**src/hw/flash_host_defines.vh**
```
// Constants for the parallel flash host controller.
// Assumes a 100 MHz mclk; included by its bare name.
`ifndef FLASH_HOST_DEFINES_VH
`define FLASH_HOST_DEFINES_VH

// ============================================================
// Command addresses and codes
`define UNLOCK_ADDR1      20'h0_5555
`define UNLOCK_ADDR2      20'h0_2AAA
`define UNLOCK_DATA1      8'hAA
`define UNLOCK_DATA2      8'h55
`define CMD_PROGRAM       8'hA0
`define CMD_ERASE_SETUP   8'h80
`define CMD_SECTOR_ERASE  8'h30
`define CMD_BLOCK_ERASE   8'h50
`define CMD_CHIP_ERASE    8'h10
`define CMD_ID_ENTRY      8'h90
`define CMD_QUERY_ENTRY   8'h98
`define CMD_EXIT          8'hF0
`define ID_MAKER_ADDR     20'h0_0000
`define ID_PART_ADDR      20'h0_0001

// ============================================================
// Operation codes on the user port
`define OP_READ           3'h0
`define OP_PROGRAM        3'h1
`define OP_SECTOR_ERASE   3'h2
`define OP_BLOCK_ERASE    3'h3
`define OP_CHIP_ERASE     3'h4
`define OP_ID_ENTRY       3'h5
`define OP_QUERY_ENTRY    3'h6
`define OP_EXIT           3'h7

// ============================================================
// Field positions
`define POLL_BIT          7
`define BUSY_BIT          6
`define SECTOR_LSB        12
`define BLOCK_LSB         16

// ============================================================
// Timing, ns and derived cycles at 10 ns
`define CLK_PERIOD_NS     10
`define STROBE_LOW_NS     40
`define STROBE_LOW_CYC    ((`STROBE_LOW_NS + `CLK_PERIOD_NS - 1) / `CLK_PERIOD_NS)
`define SETTLE_NS         1000
`define SETTLE_CYC        ((`SETTLE_NS + `CLK_PERIOD_NS - 1) / `CLK_PERIOD_NS)
`define READ_NS           100
`define READ_CYC          ((`READ_NS + `CLK_PERIOD_NS - 1) / `CLK_PERIOD_NS)
`define TIMEOUT_DEF       32'd20_000_000

`endif

```
**src/hw/flash_host.v**
```verilog
// Host controller for a byte-wide parallel NOR flash.
// Assumes one flash on the pins, inputs synchronous to mclk.
`timescale 1ns/10ps
`include "flash_host_defines.vh"

module flash_host #(
    parameter TIMEOUT_CYC = `TIMEOUT_DEF,
    parameter SETTLE_CYC  = `SETTLE_CYC
) (
    // Clock and reset
    input  wire        mclk,
    input  wire        rst_n,
    // User command port
    input  wire        req_valid,
    output wire        req_ready,
    input  wire [2:0]  req_op,
    input  wire [19:0] req_addr,
    input  wire [7:0]  req_data,
    output reg         rsp_valid_ff,
    output reg  [7:0]  rsp_data_ff,
    output reg         rsp_error_ff,
    // Flash pins
    output wire [19:0] flash_addr,
    output wire        chip_sel_n,
    output wire        out_en_n,
    output wire        wr_strobe_n,
    output wire [7:0]  data_pins_o,
    output wire        data_pins_oe,
    input  wire [7:0]  data_pins_i
);
    // ============================================================
    // States
    localparam ST_IDLE   = 3'd0;
    localparam ST_WRITE  = 3'd1;
    localparam ST_READ   = 3'd2;
    localparam ST_POLL   = 3'd3;
    localparam ST_SETTLE = 3'd4;
    localparam ST_FINAL  = 3'd5;
    localparam ST_RESP   = 3'd6;

    reg  [2:0]  state_ff;
    reg  [2:0]  nxt_state;
    reg  [2:0]  op_ff;
    reg  [19:0] addr_ff;
    reg  [7:0]  data_ff;
    reg  [2:0]  step_ff;
    reg  [2:0]  nxt_step;
    reg  [31:0] timer_ff;
    reg  [7:0]  prev_ff;
    reg         have_prev_ff;
    reg         cyc_start;
    reg         cyc_write;
    reg  [19:0] cyc_addr;
    reg  [7:0]  cyc_data;
    reg  [2:0]  seq_len;
    wire        cyc_done;
    wire [7:0]  cyc_rdata;

    assign req_ready = (state_ff == ST_IDLE);

    bus_cycle bus_cycle_inst (
        .mclk            (mclk),
        .rst_n           (rst_n),
        .start           (cyc_start),
        .is_write        (cyc_write),
        .addr            (cyc_addr),
        .wdata           (cyc_data),
        .done            (cyc_done),
        .rdata_ff        (cyc_rdata),
        .flash_addr_ff   (flash_addr),
        .chip_sel_n_ff   (chip_sel_n),
        .out_en_n_ff     (out_en_n),
        .wr_strobe_n_ff  (wr_strobe_n),
        .data_pins_o_ff  (data_pins_o),
        .data_pins_oe_ff (data_pins_oe),
        .data_pins_i     (data_pins_i)
    );

    // ============================================================
    // Command sequence table
    always @* begin
        case (op_ff)
            `OP_PROGRAM:     seq_len = 3'd4;
            `OP_SECTOR_ERASE,
            `OP_BLOCK_ERASE,
            `OP_CHIP_ERASE:  seq_len = 3'd6;
            `OP_EXIT:        seq_len = 3'd1;
            default:         seq_len = 3'd3;
        endcase
    end

    always @* begin
        cyc_addr = `UNLOCK_ADDR1;
        cyc_data = `UNLOCK_DATA1;
        case (step_ff)
            3'd0: begin
                if (op_ff == `OP_EXIT) begin
                    cyc_data = `CMD_EXIT;
                end
            end
            3'd1, 3'd4: begin
                cyc_addr = `UNLOCK_ADDR2;
                cyc_data = `UNLOCK_DATA2;
            end
            3'd2: begin
                case (op_ff)
                    `OP_PROGRAM:     cyc_data = `CMD_PROGRAM;
                    `OP_ID_ENTRY:    cyc_data = `CMD_ID_ENTRY;
                    `OP_QUERY_ENTRY: cyc_data = `CMD_QUERY_ENTRY;
                    default:         cyc_data = `CMD_ERASE_SETUP;
                endcase
            end
            3'd3: begin
                if (op_ff == `OP_PROGRAM) begin
                    cyc_addr = addr_ff;
                    cyc_data = data_ff;
                end
            end
            3'd5: begin
                case (op_ff)
                    `OP_SECTOR_ERASE: begin
                        // Low bits cleared: sector picked by top bits
                        cyc_addr = {addr_ff[19:`SECTOR_LSB], 12'h000};
                        cyc_data = `CMD_SECTOR_ERASE;
                    end
                    `OP_BLOCK_ERASE: begin
                        cyc_addr = {addr_ff[19:`BLOCK_LSB], 16'h0000};
                        cyc_data = `CMD_BLOCK_ERASE;
                    end
                    default: cyc_data = `CMD_CHIP_ERASE;
                endcase
            end
            default: cyc_data = `UNLOCK_DATA1;
        endcase
        if (state_ff == ST_READ || state_ff == ST_POLL ||
            state_ff == ST_FINAL) begin
            cyc_addr = addr_ff;
        end
    end

    // ============================================================
    // Controller
    wire is_alter = (op_ff == `OP_PROGRAM) || (op_ff == `OP_SECTOR_ERASE) ||
                    (op_ff == `OP_BLOCK_ERASE) || (op_ff == `OP_CHIP_ERASE);
    // Expected poll bit when done: true data for program, one for erase
    wire poll_target = (op_ff == `OP_PROGRAM) ? data_ff[`POLL_BIT] : 1'b1;
    // Done needs both indications: stable busy bit and true poll bit
    wire poll_done   = have_prev_ff &&
                       (cyc_rdata[`BUSY_BIT] == prev_ff[`BUSY_BIT]) &&
                       (cyc_rdata[`POLL_BIT] == poll_target);

    always @* begin
        nxt_state = state_ff;
        nxt_step  = step_ff;
        cyc_start = 1'b0;
        cyc_write = 1'b0;
        case (state_ff)
            ST_IDLE: begin
                if (req_valid) begin
                    nxt_step  = 3'd0;
                    nxt_state = (req_op == `OP_READ) ? ST_READ : ST_WRITE;
                end
            end
            ST_WRITE: begin
                cyc_start = 1'b1;
                cyc_write = 1'b1;
                if (cyc_done) begin
                    if (step_ff == seq_len - 3'd1) begin
                        // Polling starts after the last strobe rises
                        nxt_state = is_alter ? ST_POLL : ST_RESP;
                    end else begin
                        nxt_step = step_ff + 3'd1;
                    end
                end
            end
            ST_READ: begin
                cyc_start = 1'b1;
                if (cyc_done) begin
                    nxt_state = ST_RESP;
                end
            end
            ST_POLL: begin
                cyc_start = 1'b1;
                if (cyc_done && poll_done) begin
                    nxt_state = ST_SETTLE;
                end else if (cyc_done && timer_ff >= TIMEOUT_CYC) begin
                    nxt_state = ST_RESP;
                end
            end
            ST_SETTLE: begin
                if (timer_ff >= SETTLE_CYC) begin
                    nxt_state = ST_FINAL;
                end
            end
            ST_FINAL: begin
                cyc_start = 1'b1;
                if (cyc_done) begin
                    nxt_state = ST_RESP;
                end
            end
            ST_RESP:  nxt_state = ST_IDLE;
            default:  nxt_state = ST_IDLE;
        endcase
    end

    always @(posedge mclk or negedge rst_n) begin
        if (!rst_n) begin
            state_ff     <= ST_IDLE;
            step_ff      <= 3'd0;
            op_ff        <= `OP_READ;
            addr_ff      <= 20'h0_0000;
            data_ff      <= 8'h00;
            timer_ff     <= 32'h0000_0000;
            prev_ff      <= 8'h00;
            have_prev_ff <= 1'b0;
            rsp_valid_ff <= 1'b0;
            rsp_data_ff  <= 8'h00;
            rsp_error_ff <= 1'b0;
        end else begin
            state_ff     <= nxt_state;
            step_ff      <= nxt_step;
            rsp_valid_ff <= 1'b0;
            if (state_ff == ST_IDLE && req_valid) begin
                op_ff        <= req_op;
                addr_ff      <= req_addr;
                data_ff      <= req_data;
                rsp_error_ff <= 1'b0;
            end
            if (state_ff != nxt_state) begin
                timer_ff     <= 32'h0000_0000;
                have_prev_ff <= 1'b0;
            end else begin
                timer_ff <= timer_ff + 32'h0000_0001;
            end
            if (state_ff == ST_POLL && cyc_done) begin
                prev_ff      <= cyc_rdata;
                have_prev_ff <= 1'b1;
            end
            if (state_ff == ST_POLL && nxt_state == ST_RESP) begin
                rsp_error_ff <= 1'b1;
            end
            if (state_ff == ST_RESP) begin
                rsp_valid_ff <= 1'b1;
            end
            if ((state_ff == ST_READ || state_ff == ST_FINAL) && cyc_done) begin
                rsp_data_ff <= cyc_rdata;
            end
        end
    end
endmodule // flash_host

```
**src/hw/bus_cycle.v**
```verilog
// One asynchronous flash bus cycle: read or write strobe timing.
// Assumes the flash pins are wired straight to its ports.
`timescale 1ns/10ps
`include "flash_host_defines.vh"

module bus_cycle #(
    parameter LOW_CYC  = `STROBE_LOW_CYC,
    parameter READ_CYC = `READ_CYC
) (
    // Clock and reset
    input  wire        mclk,
    input  wire        rst_n,
    // Request
    input  wire        start,
    input  wire        is_write,
    input  wire [19:0] addr,
    input  wire [7:0]  wdata,
    output wire        done,
    output reg  [7:0]  rdata_ff,
    // Flash pins
    output reg  [19:0] flash_addr_ff,
    output reg         chip_sel_n_ff,
    output reg         out_en_n_ff,
    output reg         wr_strobe_n_ff,
    output reg  [7:0]  data_pins_o_ff,
    output reg         data_pins_oe_ff,
    input  wire [7:0]  data_pins_i
);
    reg [7:0] cnt_ff;
    reg       busy_ff;
    reg       last_ff;
    // ============================================================
    // Strobe sequencer
    assign done = last_ff;
    always @(posedge mclk or negedge rst_n) begin
        if (!rst_n) begin
            cnt_ff          <= 8'h00;
            busy_ff         <= 1'b0;
            last_ff         <= 1'b0;
            rdata_ff        <= 8'h00;
            flash_addr_ff   <= 20'h0_0000;
            chip_sel_n_ff   <= 1'b1;
            out_en_n_ff     <= 1'b1;
            wr_strobe_n_ff  <= 1'b1;
            data_pins_o_ff  <= 8'h00;
            data_pins_oe_ff <= 1'b0;
        end else begin
            last_ff <= 1'b0;
            // No start on the done cycle: the old step is still shown
            if (start && !busy_ff && !last_ff) begin
                busy_ff         <= 1'b1;
                flash_addr_ff   <= addr;
                chip_sel_n_ff   <= 1'b0;
                // Output enable stays high on writes so the write is not inhibited
                out_en_n_ff     <= is_write;
                wr_strobe_n_ff  <= !is_write;
                data_pins_o_ff  <= wdata;
                data_pins_oe_ff <= is_write;
                cnt_ff <= is_write ? LOW_CYC[7:0] : READ_CYC[7:0];
            end else if (busy_ff) begin
                if (cnt_ff > 8'h01) begin
                    cnt_ff <= cnt_ff - 8'h01;
                end else begin
                    // Strobes rise while data still driven: hold time met
                    busy_ff        <= 1'b0;
                    last_ff        <= 1'b1;
                    chip_sel_n_ff  <= 1'b1;
                    out_en_n_ff    <= 1'b1;
                    wr_strobe_n_ff <= 1'b1;
                    if (wr_strobe_n_ff) begin
                        rdata_ff <= data_pins_i;
                    end
                end
            end else begin
                data_pins_oe_ff <= 1'b0;
            end
        end
    end
endmodule // bus_cycle

```
**config.mk**
```make
export PLATFORM = sky130hd
export DESIGN_NAME = flash_host
export DESIGN_NICKNAME = d
export VERILOG_FILES = /design/src/hw/flash_host.v /design/src/hw/bus_cycle.v
export VERILOG_INCLUDE_DIRS = /design/src /design/src/hw
export SDC_FILE = /design/constraint.sdc
export NUM_CORES = 1
export LEC_CHECK = 0
export BUFFER_PORTS_ARGS = -buffer_cell sky130_fd_sc_hd__buf_2
export CAP_MARGIN = 30
export CELL_PAD_IN_SITES_DETAIL_PLACEMENT = 1
export CELL_PAD_IN_SITES_GLOBAL_PLACEMENT = 2
export CORE_MARGIN = 5
export CORE_UTILIZATION = 33
export CTS_CLUSTER_DIAMETER = 60
export DETAILED_ROUTE_END_ITERATION = 16
export PLACE_DENSITY_LB_ADDON = 0.15
export SYNTH_ARGS = -nofsm -noshare
export SYNTH_HDL_FRONTEND = slang
export SYNTH_SLANG_ARGS = --single-unit
```
**constraint.sdc**
```tcl
create_clock -name mclk -period 2.8 [get_ports mclk]
set_clock_uncertainty 0.2 [all_clocks]
set_input_delay 0 -clock mclk [delete_from_list [all_inputs] [get_ports mclk]]
set_output_delay 0 -clock mclk [all_outputs]
set_load 0.05 [all_outputs]
```
* Word level (Yosys, flattened, before mapping)
Index checks and enable logic that the tools add are counted.
Word-level totals: register bits after elaboration 137, bits of input ports 42, output and inout bits 43, logic and storage cells 143
Cells by class: add/subtract/negate cells 4, magnitude comparators 3, equal/unequal tests 28, multiplexer cells 50, bitwise logic cells 2, reductions and logical operators 35
Operators with widths (number):
- $pmux 20 s3 | 1
- $mux 20 | 2
- $pmux 20 s2 | 1
- $pmux 8 s5 | 1
- $mux 3 | 11
- $add 32x1->32 const B | 1
- $ge 32x25->1 const B | 1
- $ge 32x7->1 const B | 1
- $mux 32 | 1
- $mux 8 | 4
- $eq 3x3->1 const B | 10
- $mux 1 | 21
- $eq 3x2->1 const B | 6
- $pmux 6 s3 | 1
- $pmux 3 s5 | 1
- $pmux 7 s2 | 1
- $logic_and 1x1->1 | 10
- $reduce_bool 2->1 | 5
- $eq 3x1->1 const B | 3
- $logic_not 3->1 | 3
- $pmux 3 s3 | 1
- $gt 8x1->1 const B | 1
- $reduce_and 4->1 | 2
- $sub 8x1->8 const B | 1
- other kinds (18) | 32

* Longest topological paths before layout
Gate-level depths: netlist (run 1).
word-level depth 11, gate-level depth with buffers 11, depth with buffers taken out 9

* Modules after synthesis
From an unflattened synthesis (run 1), not the netlist that was laid out.
Second synthesis, totals: cell total of the unflattened synthesis 712, area, all modules 6551.3 sq um
By module, submodules not included:
- flash_host | instances 1, cells an instance 507, area an instance 4506.8 sq um, seq. area each 2026.9 sq um
- bus_cycle | instances 1, cells an instance 205, area an instance 2044.5 sq um, seq. area each 1255.0 sq um

* Worst setup path after synthesis (run 1)
No wires, ideal clock.
kind flip-flop to flip-flop, from register op_ff[1], to register timer_ff[10], library setup time 134 ps, arrival time 2457 ps, required time 2466 ps, slack 8 ps, cell stages (with the launch flop) 12, buffers on the path 2, clock period less this slack 2792 ps, cells stage by stage dfrtp_1 > clkbuf_1 > or2_2 > a21oi_1 > ha_1 > xnor2_1 > a2111oi_2 > and3_1 > nor3_2 > a32oi_4 > buf_6 > nor3_1
On the way: longest elaborated chain between the ends 10, elaborated cells on any way between the ends 23, classes of those cells add/sub (1); eq/ne (8); mux (8); reduce/logical (6)
RTL lines:
- start: declaration | RTL line flash_host.v:43 | reg [2:0] op_ff;
- start signal: assignment | RTL line flash_host.v:210 | op_ff <= `OP_READ;
- start signal: assignment | RTL line flash_host.v:224 | op_ff <= req_op;
- $eq 3x2->1 (tied with other cells) | RTL line flash_host.v:82 | case (op_ff)
- $reduce_or 3->1 / $logic_or 1x1->1 (equally long branches) | RTL line flash_host.v:82, flash_host.v:143
- $pmux 3 s3 / $logic_or 1x1->1 (equally long branches) | RTL line flash_host.v:82, flash_host.v:143
- $sub 3x1->3 / $logic_or 1x1->1 (equally long branches) | RTL line flash_host.v:168, flash_host.v:143
- $eq 3x3->1 / $mux 3 (equally long branches) | RTL line flash_host.v:168, flash_host.v:170
- $mux 3 | RTL line flash_host.v:168 | if (step_ff == seq_len - 3'd1) begin
- $mux 3 | RTL line flash_host.v:167 | if (cyc_done) begin
- $pmux 3 s5 (*) | RTL line flash_host.v:157 | case (state_ff)
- $ne 3x3->1 (*) | RTL line flash_host.v:229 | if (state_ff != nxt_state) begin
- $mux 32 (*) | RTL line flash_host.v:229
- end signal: assignment | RTL line flash_host.v:233 | timer_ff <= timer_ff + 32'h0000_0001;
- end: declaration | RTL line flash_host.v:48 | reg [31:0] timer_ff;
Mark *: on every way between the ends. The rest lies on a longest branch, timed or not. A chain may end at the register's enable or synchronous reset.

* Final worst setup path (run 1)
from register op_ff[0], to register timer_ff[7]
The elaborated chain is that of the path after synthesis.

==> out/results.ini, run 1 <==
[sta]
max_freq_mhz=350
holdWs_ps=102
drv_slew=0
setup_viol=33
layout_setup_ws_ps=-57.8
slew_headroom=0.638
finalCriticalPeriod_ps=2860
final-hold-violation-count=0
layout_worst_path_cycle_share=1.02
worstMarginPinSlew_ps=543
rsz0062_at_grt=true

[grt]
first_global_vias=5772
grt_max_degree=60
grt_pass1_wl_um=30100
antenna_found_initial=0
grtUsageTotal=0.171
grt_overflow=0

[layout]
instances_no_fill=1051
final_area_sq_mm=0.00837
nets=856
layout-drive-gt1-share=0.251
areaGrowthSynthToFinish_pct=33.3
nFillCells=2076
antenna_cells=0
final_util=0.447

[logic_synthesis]
synth_area_leaders=dfrtp_1, nand2_1, mux2_2
synth-edff-count=0
syn_nets=703
synth_top_cell_area_share=0.510
synth.avg_cell_area_sq_um=9.64
ys_seq_area_frac=0.523
async_reset_ff_frac=1.00
synth_cells=651
yosys.cell_types.count=64
yosysWarnings=0
synth_top_flop_cell=dfrtp_1
synth_top_cell_by_area=dfrtp_1
synth_area_sq_mm=0.00628
ys_ff_latch=131

[setup_path]
crit_chain=or3_4 -> and2_4 -> ha_4 -> xor2_4 -> a2111oi_4 -> and3_4 -> nor3_4 -> a32oi_4 -> buf_12 -> clkbuf_16 -> nor3_1
arrival_ps=2950
cp_max_fo=6
critPathKind=flip-flop to flip-flop
r2r-end=timer_ff[7]$_DFF_PN0_
r2r.worst_path.cells=11
cpPeakStageDelay_ps=390
r2r-start=op_ff[0]$_DFFE_PN0P_
crit_required_ps=2890
start_kind=flip-flop
cpMaxStageDelayCell=or3_4
worstSetupEndpointType=flip-flop
r2r_setup_slack_ps=-60

[power_and_ir_drop]
p_int_w=0.00551
power.leakage_nw=3.89
p_sw_frac=0.419
peakVddDrop_v=0.000560
cellPowerDensity_mw_per_mm2=1130
p_clk_frac=0.241
seq_power_share=0.317
totalPowerFinal_w=0.00949
comb_power_share=0.442
power_switching_w=0.00398

[run]
drv_cap=0

[routing]
drc_errors=0
post_drt_wl_per_cell_um=17.6
vias=5328
wirelength_um=18500
drtAntennaViolNets=0
viasPerCell=5.07
drt_iter0_drc=242
dr.pass1.iters=5

[clock_tree]
htreeDepth=4
path_clk_slew_ps=60
cts_made_buffers=17
ctsRootBufferMaster=clkbuf_16
tritoncts=yes
clock_latency_ps=420
clockBufferDepth=2
cts.sinks=131

[placed_design]
dp_cells=968
postPlaceCellArea_sq_mm=0.00709
finalWeightedCongestion=0.781
portBuffers=84
hpwl_um=12100

[floorplanning]
die_area_sq_mm=0.0219
core_sq_mm=0.0187
die_h_um=148
rows=50
die_x_um=148
initial_core_util=0.336
boundaryPins=85

[min_path]
min_path_type=input pin to flip-flop
hp-start=req_data[7]
hold_end=data_ff[7]$_DFFE_PN0P_
min_path_cells=4

[run_status]
violations=setup timing
status=finished, violations left

[per-stage QoR]
step / setup slack [ps] / TNS [ps]
global route: -160 / -4920
floorplan: 8.47 / 0
detailed placement: -120 / -2640
global placement: -57.9 / -660
CTS: -96.2 / -2370
finish: -57.8 / -1510
[critical path: cells and delay by family, from the launching register on]
kind | cells | cell delay [ps]
compound gates | 2 | 600
fa+ha+maj | 1 | 160
simple gates | 5 | 910
xor+xnor | 1 | 160
flops | 1 | 380
buf+inv | 2 | 320
[power by group through the flow]
| stage | logic, W | clock network [W] | registers (W) |
|---|---|---|---|
| after floorplan | 0.00192 | 0 | 0.00370 |
| after global placement | 0.00366 | 0 | 0.00301 |
| after detailed placement | 0.00377 | 0 | 0.00304 |
| after CTS | 0.00389 | 0.00235 | 0.00302 |
| after global routing | 0.00458 | 0.00242 | 0.00310 |
| final | 0.00420 | 0.00228 | 0.00301 |
[cell usage after synthesis, types with 3 or more instances]
library cell	n
nor2_1	37
dfrtp_1	128
a22o_1	5
nand2_1	147
nor3_2	3
nor2b_1	3
buf_6	3
or3_1	3
buf_2	3
o21ai_0	29
nand3b_1	3
xor2_1	24
a21oi_1	40
nor3_1	38
xnor2_1	13
and3_1	5
nor4_1	6
o22a_1	3
nor3b_1	3
mux2_2	19
inv_1	17
clkbuf_1	19
nand4_1	11
dfstp_2	3
and2_1	3
nand2b_1	3
and3_2	4
ha_1	10
nand3_1	18
[cell families after synthesis]
| group | synth area share |
|---|---|
| simple gates | 0.232 |
| flops | 0.523 |
| compound gates | 0.102 |
| buf+inv | 0.0351 |
| xor+xnor | 0.0516 |
| mux | 0.0357 |
| fa+ha+maj | 0.0199 |
[how the worst max path moves through the flow]
stage / from / end / cells after the start
6_report: op_ff[0]$_DFFE_PN0P_ / timer_ff[7]$_DFF_PN0_ / 11
5_1_grt: op_ff[0]$_DFFE_PN0P_ / timer_ff[5]$_DFF_PN0_ / 11
4_1_cts: op_ff[1]$_DFFE_PN0P_ / timer_ff[2]$_DFF_PN0_ / 10
3_5_place_dp: op_ff[1]$_DFFE_PN0P_ / timer_ff[24]$_DFF_PN0_ / 10
3_3_place_gp: op_ff[1]$_DFFE_PN0P_ / timer_ff[28]$_DFF_PN0_ / 10
2_1_floorplan: op_ff[1]$_DFFE_PN0P_ / timer_ff[10]$_DFF_PN0_ / 11
[final cells by class]
type	count	area, sq um	share of cell area
Clock buffer	21	480	0.0574
Clock inverter	11	125	0.0150
Inverter	17	63.8	0.00763
Multi-Input combinational cell	473	2870	0.343
Sequential cell	131	3280	0.392
Tap cell	234	293	0.0350
Timing Repair Buffer	164	1250	0.150
[routing by layer]
layer	global-route usage	wire length [um]	vias up
li1	-	-	2539
met1	0.219	8450	2710
met2	0.297	9420	65
met3	0.0377	455	14
met4	0.0379	138	0
met5	0	0	-
[registers in the layout (all words and copies together) (netlist names), 3 cells and up]
signal,cells
bus_cycle_inst.cnt_ff,8
data_ff,8
bus_cycle_inst.rdata_ff,8
addr_ff,20
bus_cycle_inst.data_pins_o_ff,8
bus_cycle_inst.flash_addr_ff,20
step_ff,3
timer_ff,32
rsp_data_ff,8
op_ff,3
state_ff,3
[cells in the final DEF (no fill, tap or decap), types with 4 or more instances in the layout]
| master | netlist | final |
|---|---|---|
| nand3_1 | 18 | 18 |
| xnor2_1 | 13 | 12 |
| nor3_1 | 38 | 37 |
| nor4_1 | 6 | 5 |
| xor2_1 | 24 | 23 |
| a21oi_1 | 40 | 39 |
| ha_1 | 10 | 9 |
| buf_4 | 2 | 26 |
| dfrtp_1 | 128 | 128 |
| mux2_2 | 19 | 19 |
| buf_2 | 3 | 83 |
| inv_1 | 17 | 17 |
| nand2_1 | 147 | 147 |
| nand4_1 | 11 | 11 |
| clkbuf_16 | 0 | 19 |
| and3_2 | 4 | 4 |
| clkbuf_8 | 1 | 4 |
| o21ai_0 | 29 | 27 |
| and3_1 | 5 | 4 |
| nor2_1 | 37 | 37 |
| dlygate4sd3_1 | 0 | 45 |
| a22o_1 | 5 | 5 |
[what timing repair did]
item | in CTS | in global routing
buffers inserted | 0 | 1
pin swaps | 0 | 9
endpoints found under the setup margin | 36 | 37
resized for setup | 3 | 20
hold endpoints to repair | 168 | 0
hold buffers | 46 | 0
cloned | 0 | 4
Note: power is estimated with default switching activity, not from simulation.
==> run 2: changes to the inputs <==
==> constraint.sdc (replaced) <==
create_clock -name mclk -period 2.8 [get_ports mclk]
set_clock_uncertainty 0.2 [all_clocks]
set_input_delay 0 -clock mclk [delete_from_list [all_inputs] [get_ports mclk]]
set_output_delay 0 -clock mclk [all_outputs]
set_load 0.1 [all_outputs]
==> run 2 against run 1 <==
The run ends with hold timing, setup timing left; final cell count about the same; non-clock buffer count down 1; largest cell class unchanged; power rose by 12%; die area did not move; critical path type unchanged; register-to-register slack better by 20 ps; final area increased by 1.9%.
==> out/results.ini, run 2 (synthesis gave the netlist of run 1 again) <==
[placed_design]
portBuffers=84  ; unchanged
hpwl_um=12300  ; was 12100 um
post-place-ws_ps=-110  ; was -120 ps
finalWeightedCongestion=0.812  ; was 0.781

[routing]
drtAntennaViolNets=0  ; unchanged
drt_iter0_drc=211  ; was 242
dr.pass1.iters=4  ; was 5
viasPerCell=5.09  ; was 5.07
drc_errors=0  ; unchanged
post_drt_wl_per_cell_um=17.7  ; was 17.6 um
wirelength_um=18600  ; was 18500 um
vias=5342  ; was 5328

[layout]
final_util=0.456  ; was 0.447
largest_reg_flops=32  ; unchanged
largest_registers=timer_ff (32), addr_ff (20), bus_cycle_inst.flash_addr_ff (20)  ; unchanged
layout-drive-gt1-share=0.282  ; was 0.251
final_cell_mix=nand2_1, dfrtp_1, buf_2  ; unchanged
areaGrowthSynthToFinish_pct=35.8  ; was 33.3%
nFillCells=2069  ; was 2076
nets=855  ; was 856
antenna_cells=0  ; unchanged
layout_commonest_cell=nand2_1  ; unchanged
top_register=timer_ff  ; unchanged

[setup_path]
arrival_ps=2930  ; was 2950 ps
r2r-start=op_ff[1]$_DFFE_PN0P_  ; was op_ff[0]$_DFFE_PN0P_
r2r_setup_slack_ps=-40  ; was -60 ps
crit_required_ps=2890  ; about the same
r2r.worst_path.cells=11  ; unchanged
cp_max_fo=7  ; was 6
cpPeakStageDelay_ps=400  ; was 390 ps
start_kind=flip-flop  ; unchanged
r2r-end=timer_ff[2]$_DFF_PN0_  ; was timer_ff[7]$_DFF_PN0_
cpMaxStageDelayCell=dfrtp_1  ; was or3_4
crit_chain=or3_4 -> and2_4 -> ha_4 -> xor2_4 -> a2111oi_4 -> and3_4 -> nor3_4 -> a32oi_4 -> buf_6 -> buf_16 -> nor3_1  ; was or3_4 -> and2_4 -> ha_4 -> xor2_4 -> a2111oi_4 -> and3_4 -> nor3_4 -> a32oi_4 -> buf_12 -> clkbuf_16 -> nor3_1
worstSetupEndpointType=flip-flop  ; unchanged
critPathKind=flip-flop to flip-flop  ; unchanged

[clock_tree]
tritoncts=yes  ; unchanged
cts_made_buffers=17  ; unchanged
clockBufferDepth=2  ; unchanged
htreeDepth=4  ; unchanged
path_clk_slew_ps=70  ; was 60 ps
ctsRootBufferMaster=clkbuf_16  ; unchanged
cts.sinks=131  ; unchanged
clock_latency_ps=420  ; about the same

[sta]
tns_ps=-389  ; was -1510 ps
setup_viol=23  ; was 33
drv_slew=0  ; unchanged
worstMarginPinSlew_ps=839  ; was 543 ps
layout_worst_path_cycle_share=1.01  ; was 1.02
holdWs_ps=-20.3  ; was 102 ps
finalCriticalPeriod_ps=2840  ; was 2860 ps
rsz0062_at_grt=true  ; unchanged
max_freq_mhz=352  ; was 350 MHz
final-hold-violation-count=3  ; was 0
slew_headroom=0.441  ; was 0.638
layout_setup_ws_ps=-41.7  ; was -57.8 ps

[floorplanning]
die_area_sq_mm=0.0219  ; unchanged
boundaryPins=85  ; unchanged
core_sq_mm=0.0187  ; unchanged
initial_core_util=0.336  ; unchanged
die_h_um=148  ; unchanged
die_x_um=148  ; unchanged
rows=50  ; unchanged

[grt]
grtUsageTotal=0.175  ; was 0.171
grt_max_degree=84  ; was 60
first_global_vias=5760  ; was 5772
antenna_found_initial=0  ; unchanged
grt_pass1_wl_um=30400  ; was 30100 um
grt_overflow=0  ; unchanged

[run_status]
status=finished, violations left  ; unchanged
violations=hold timing, setup timing  ; was setup timing

[power_and_ir_drop]
power.leakage_nw=3.88  ; was 3.89 nW
totalPowerFinal_w=0.0106  ; was 0.00949 W
cellPowerDensity_mw_per_mm2=1250  ; was 1130 mW/mm^2
peakVddDrop_v=0.000737  ; was 0.000560 V

[run]
drv_cap=0  ; unchanged

[min_path]
min_path_type=input pin to async pin  ; was input pin to flip-flop

[run 2: cell types whose count changed in the layout (fill, tap and decap cells not counted), sizes merged]
cell         previous run  this run
clkbuf                 23        19
dlygate4sd3            45        41
clkinvlp                2         3
inv                    19        18
bufinv                  2         3
buf                   117       122
clkinv                  5         6
[run 2: final cells by class]
class | instances | area (sq um) | area share
well taps | 234 | 293 | 0.0344
clock buffers | 19 | 443 | 0.0520
clock inverters | 13 | 159 | 0.0186
multi-input cells | 473 | 3080 | 0.361
repair buffers | 163 | 1200 | 0.141
flip-flops and latches | 131 | 3280 | 0.385
inverters | 17 | 63.8 | 0.00749
[run 2: worst max-delay path by stage]
stage | endpoint | cells past startpoint | startpoint | slack [ps]
CTS | timer_ff[8]$_DFF_PN0_ | 12 | op_ff[1]$_DFFE_PN0P_ | -90
finish | timer_ff[2]$_DFF_PN0_ | 11 | op_ff[1]$_DFFE_PN0P_ | -40
global route | timer_ff[2]$_DFF_PN0_ | 11 | op_ff[0]$_DFFE_PN0P_ | -130
detailed placement | timer_ff[6]$_DFF_PN0_ | 10 | op_ff[1]$_DFFE_PN0P_ | -110
floorplan | timer_ff[10]$_DFF_PN0_ | 11 | op_ff[1]$_DFFE_PN0P_ | 8
global placement | timer_ff[11]$_DFF_PN0_ | 10 | op_ff[1]$_DFFE_PN0P_ | -30
[run 2: per-layer routing]
layer / GRT usage / wire, um / vias to the layer above
li1: - / - / 2542
met2: 0.303 / 9330 / 74
met5: 0 / 0 / -
met1: 0.221 / 8440 / 2707
met3: 0.0399 / 530 / 19
met4: 0.0494 / 276 / 0
[run 2: worst max-delay path, delay by kind of cell (launching register included)]
kind,cells,cell delay [ps]
fa+ha+maj,1,160
xor+xnor,1,160
compound gates,2,570
flops,1,400
buf+inv,2,320
simple gates,5,910
[run 2: timing repair]
| item | in CTS | in global routing |
|---|---|---|
| endpoints found under the setup margin | 33 | 37 |
| pin swaps | 20 | 11 |
| resized for setup | 33 | 27 |
| buffers inserted | 12 | 0 |
| hold endpoints to repair | 158 | 0 |
| gates cloned | 3 | 0 |
| hold buffers | 41 | 0 |
[run 2: where the power goes]
group	total, W	internal [W]	switching, W
clock network	0.00228	0.00142	0.000854
registers	0.00302	0.00254	0.000482
logic	0.00533	0.00163	0.00370
[run 2: metrics by stage]
| step | instances | cell area [sq um] |
|---|---|---|
| 6_report | 1050 | 8520 |
| 5_1_grt | 1050 | 8520 |
| 4_1_cts | 1054 | 8450 |
| 3_5_place_dp | 966 | 7080 |
| 3_3_place_gp | 966 | 7080 |
| 2_1_floorplan | 651 | 6290 |
==> run 3: changes to the inputs <==
--- a/config.mk
+++ b/config.mk
@@ -14,6 +14,7 @@
 export CORE_UTILIZATION = 33
 export CTS_CLUSTER_DIAMETER = 60
 export DETAILED_ROUTE_END_ITERATION = 16
+export HOLD_SLACK_MARGIN = 0.1
 export PLACE_DENSITY_LB_ADDON = 0.15
 export SYNTH_ARGS = -nofsm -noshare
 export SYNTH_HDL_FRONTEND = slang
==> run 3 against run 2 <==
Routed wire length grew 3.9%; count of clock-buffer cells in the layout is the same; the flow finishes with violations (setup timing); sequential power is essentially flat; non-clock buffer count grew 42; final area grew 4.9%; core utilization grew 2.2 points; global-route usage grew 0.71 points; clock power is essentially flat; critical path type unchanged; largest cell class unchanged; final cell count grew 4.0%.
==> out/results.ini, run 3 (synthesis gave the netlist of run 1 again) <==
[sta]
worstMarginPinSlew_ps=816  ; was 839 ps
slew_headroom=0.456  ; was 0.441
finalCriticalPeriod_ps=2850  ; was 2840 ps
layout_worst_path_cycle_share=1.02  ; was 1.01
rsz0062_at_grt=true  ; unchanged
final-hold-violation-count=0  ; was 3
setup_viol=24  ; was 23
holdWs_ps=159  ; was -20.3 ps
tns_ps=-564  ; was -389 ps
drv_slew=0  ; unchanged
max_freq_mhz=351  ; was 352 MHz
layout_setup_ws_ps=-50.6  ; was -41.7 ps

[floorplanning]
die_area_sq_mm=0.0219  ; unchanged
rows=50  ; unchanged
boundaryPins=85  ; unchanged
die_h_um=148  ; unchanged
die_x_um=148  ; unchanged
core_sq_mm=0.0187  ; unchanged
initial_core_util=0.336  ; unchanged

[placed_design]
finalWeightedCongestion=0.812  ; unchanged
portBuffers=84  ; unchanged
post-place-ws_ps=-110  ; unchanged
hpwl_um=12300  ; unchanged

[layout]
final_util=0.478  ; was 0.456
antenna_cells=0  ; unchanged
nFillCells=2068  ; was 2069
areaGrowthSynthToFinish_pct=42.5  ; was 35.8%
layout-drive-gt1-share=0.268  ; was 0.282
layout_commonest_cell=nand2_1  ; unchanged
top_register=timer_ff  ; unchanged
regArea_sq_mm=0.00328  ; unchanged
nets=897  ; was 855
largest_reg_flops=32  ; unchanged
largest_registers=timer_ff (32), addr_ff (20), bus_cycle_inst.flash_addr_ff (20)  ; unchanged
final_cell_mix=nand2_1, dfrtp_1, dlygate4sd3_1, buf_2, a21oi_1  ; was nand2_1, dfrtp_1, buf_2
multiInputGateArea_sq_mm=0.00308  ; unchanged

[routing]
post_drt_wl_per_cell_um=17.7  ; about the same
viasPerCell=5.09  ; about the same
drtAntennaViolNets=0  ; unchanged
vias=5554  ; was 5342
drc_errors=0  ; unchanged
drt_iter0_drc=231  ; was 211
wirelength_um=19300  ; was 18600 um
dr.pass1.iters=5  ; was 4

[setup_path]
arrival_ps=2940  ; was 2930 ps
critPathBufInv=2  ; unchanged
start_kind=flip-flop  ; unchanged
cp_max_fo=7  ; unchanged
critPathKind=flip-flop to flip-flop  ; unchanged
worstSetupEndpointType=flip-flop  ; unchanged
startpoint=op_ff[1]$_DFFE_PN0P_  ; unchanged
crit_chain=or3_4 -> and2_4 -> ha_4 -> xor2_4 -> a2111oi_4 -> and3_4 -> nor3_4 -> a32oi_4 -> buf_6 -> buf_16 -> nor3_1  ; unchanged
r2r-start=op_ff[1]$_DFFE_PN0P_  ; unchanged
cpMaxStageDelayCell=dfrtp_1  ; unchanged
cpPeakStageDelay_ps=400  ; about the same
crit_required_ps=2890  ; about the same
critPathTopFamily=simple AND/OR/NAND/NOR gates  ; unchanged

[clock_tree]
htreeDepth=4  ; unchanged
cts_made_buffers=17  ; unchanged
cts.sinks=131  ; unchanged
tritoncts=yes  ; unchanged
ctsRootBufferMaster=clkbuf_16  ; unchanged
clockBufferDepth=2  ; unchanged
path_clk_slew_ps=60  ; was 70 ps
clock_latency_ps=420  ; about the same

[run]
drv_cap=0  ; unchanged

[run_status]
violations=setup timing  ; was hold timing, setup timing
status=finished, violations left  ; unchanged

[min_path]
hp-start=data_pins_i[5]
min_path_type=input pin to flip-flop  ; was input pin to async pin

[power_and_ir_drop]
peakVddDrop_v=0.000757  ; was 0.000737 V
power.leakage_nw=3.98  ; was 3.88 nW
cellPowerDensity_mw_per_mm2=1210  ; was 1250 mW/mm^2

[grt]
first_global_vias=6065  ; was 5760
antenna_found_initial=0  ; unchanged
grtUsageTotal=0.182  ; was 0.175
grt_max_degree=84  ; unchanged
grt_pass1_wl_um=31600  ; was 30400 um
grt_overflow=0  ; unchanged

run 3: changes by cell type in the layout (fill, tap and decap cells not counted), sizes merged:
cell / before / now
dlygate4sd3: 41 / 83
run 3: path summary, 6_finish.rpt:
check / endpoint / slack (ps) / cells after the start
max: timer_ff[2]$_DFF_PN0_ / -50 / 11
min: bus_cycle_inst.rdata_ff[5]$_DFFE_PN0P_ / 160 / 3
max reg2reg: timer_ff[2]$_DFF_PN0_ / -50 / 11
min reg2reg: bus_cycle_inst.chip_sel_n_ff$_DFFE_PN1P_ / 260 / 2
max in group asynchronous: op_ff[2]$_DFFE_PN0P_ / 1090 / 4
min in group asynchronous: timer_ff[18]$_DFF_PN0_ / 540 / 3
run 3: layer usage:
layer	global-route usage	share of wire
met1	0.226	0.45
met2	0.320	0.51
met3	0.0405	0.030
met4	0.0517	0.016
met5	0	0
run 3: power breakdown:
group / leakage (nW) / switching (W) / internal [W]
Clock: 0.289 / 0.000862 / 0.00142
Combinational: 2.04 / 0.00374 / 0.00174
Sequential: 1.66 / 0.000488 / 0.00254
Total: 3.98 / 0.00509 / 0.00570
run 3: area by class of cell:
| class | count | area share |
|---|---|---|
| multi-input combinational | 473 | 0.344 |
| clock buffer | 19 | 0.0495 |
| tap | 234 | 0.0327 |
| inverter | 17 | 0.00714 |
| timing repair buffer | 205 | 0.182 |
| sequential | 131 | 0.367 |
| clock inverter | 13 | 0.0178 |
run 3: worst min-delay path: stages:
cell and delay (ps):
dlygate4sd3_1 520, buf_2 90, mux2_2 120
run 3: repair_timing:
item / in CTS / in global routing
pin swaps: 20 / 11
resized for setup: 33 / 27
setup buffers: 12 / 0
hold buffers: 83 / 0
endpoints found under the setup margin: 33 / 37
endpoints found under the hold margin: 174 / 0
cloned: 3 / 0
run 3: metrics by stage:
stage                     std cells  total power [W]  cell area (sq um)
final                          1092           0.0108               8940
after global routing           1092           0.0114               8940
after CTS                      1096           0.0109               8870
after detailed placement        966          0.00771               7080
after global placement          966          0.00759               7080
after floorplan                 651          0.00654               6290
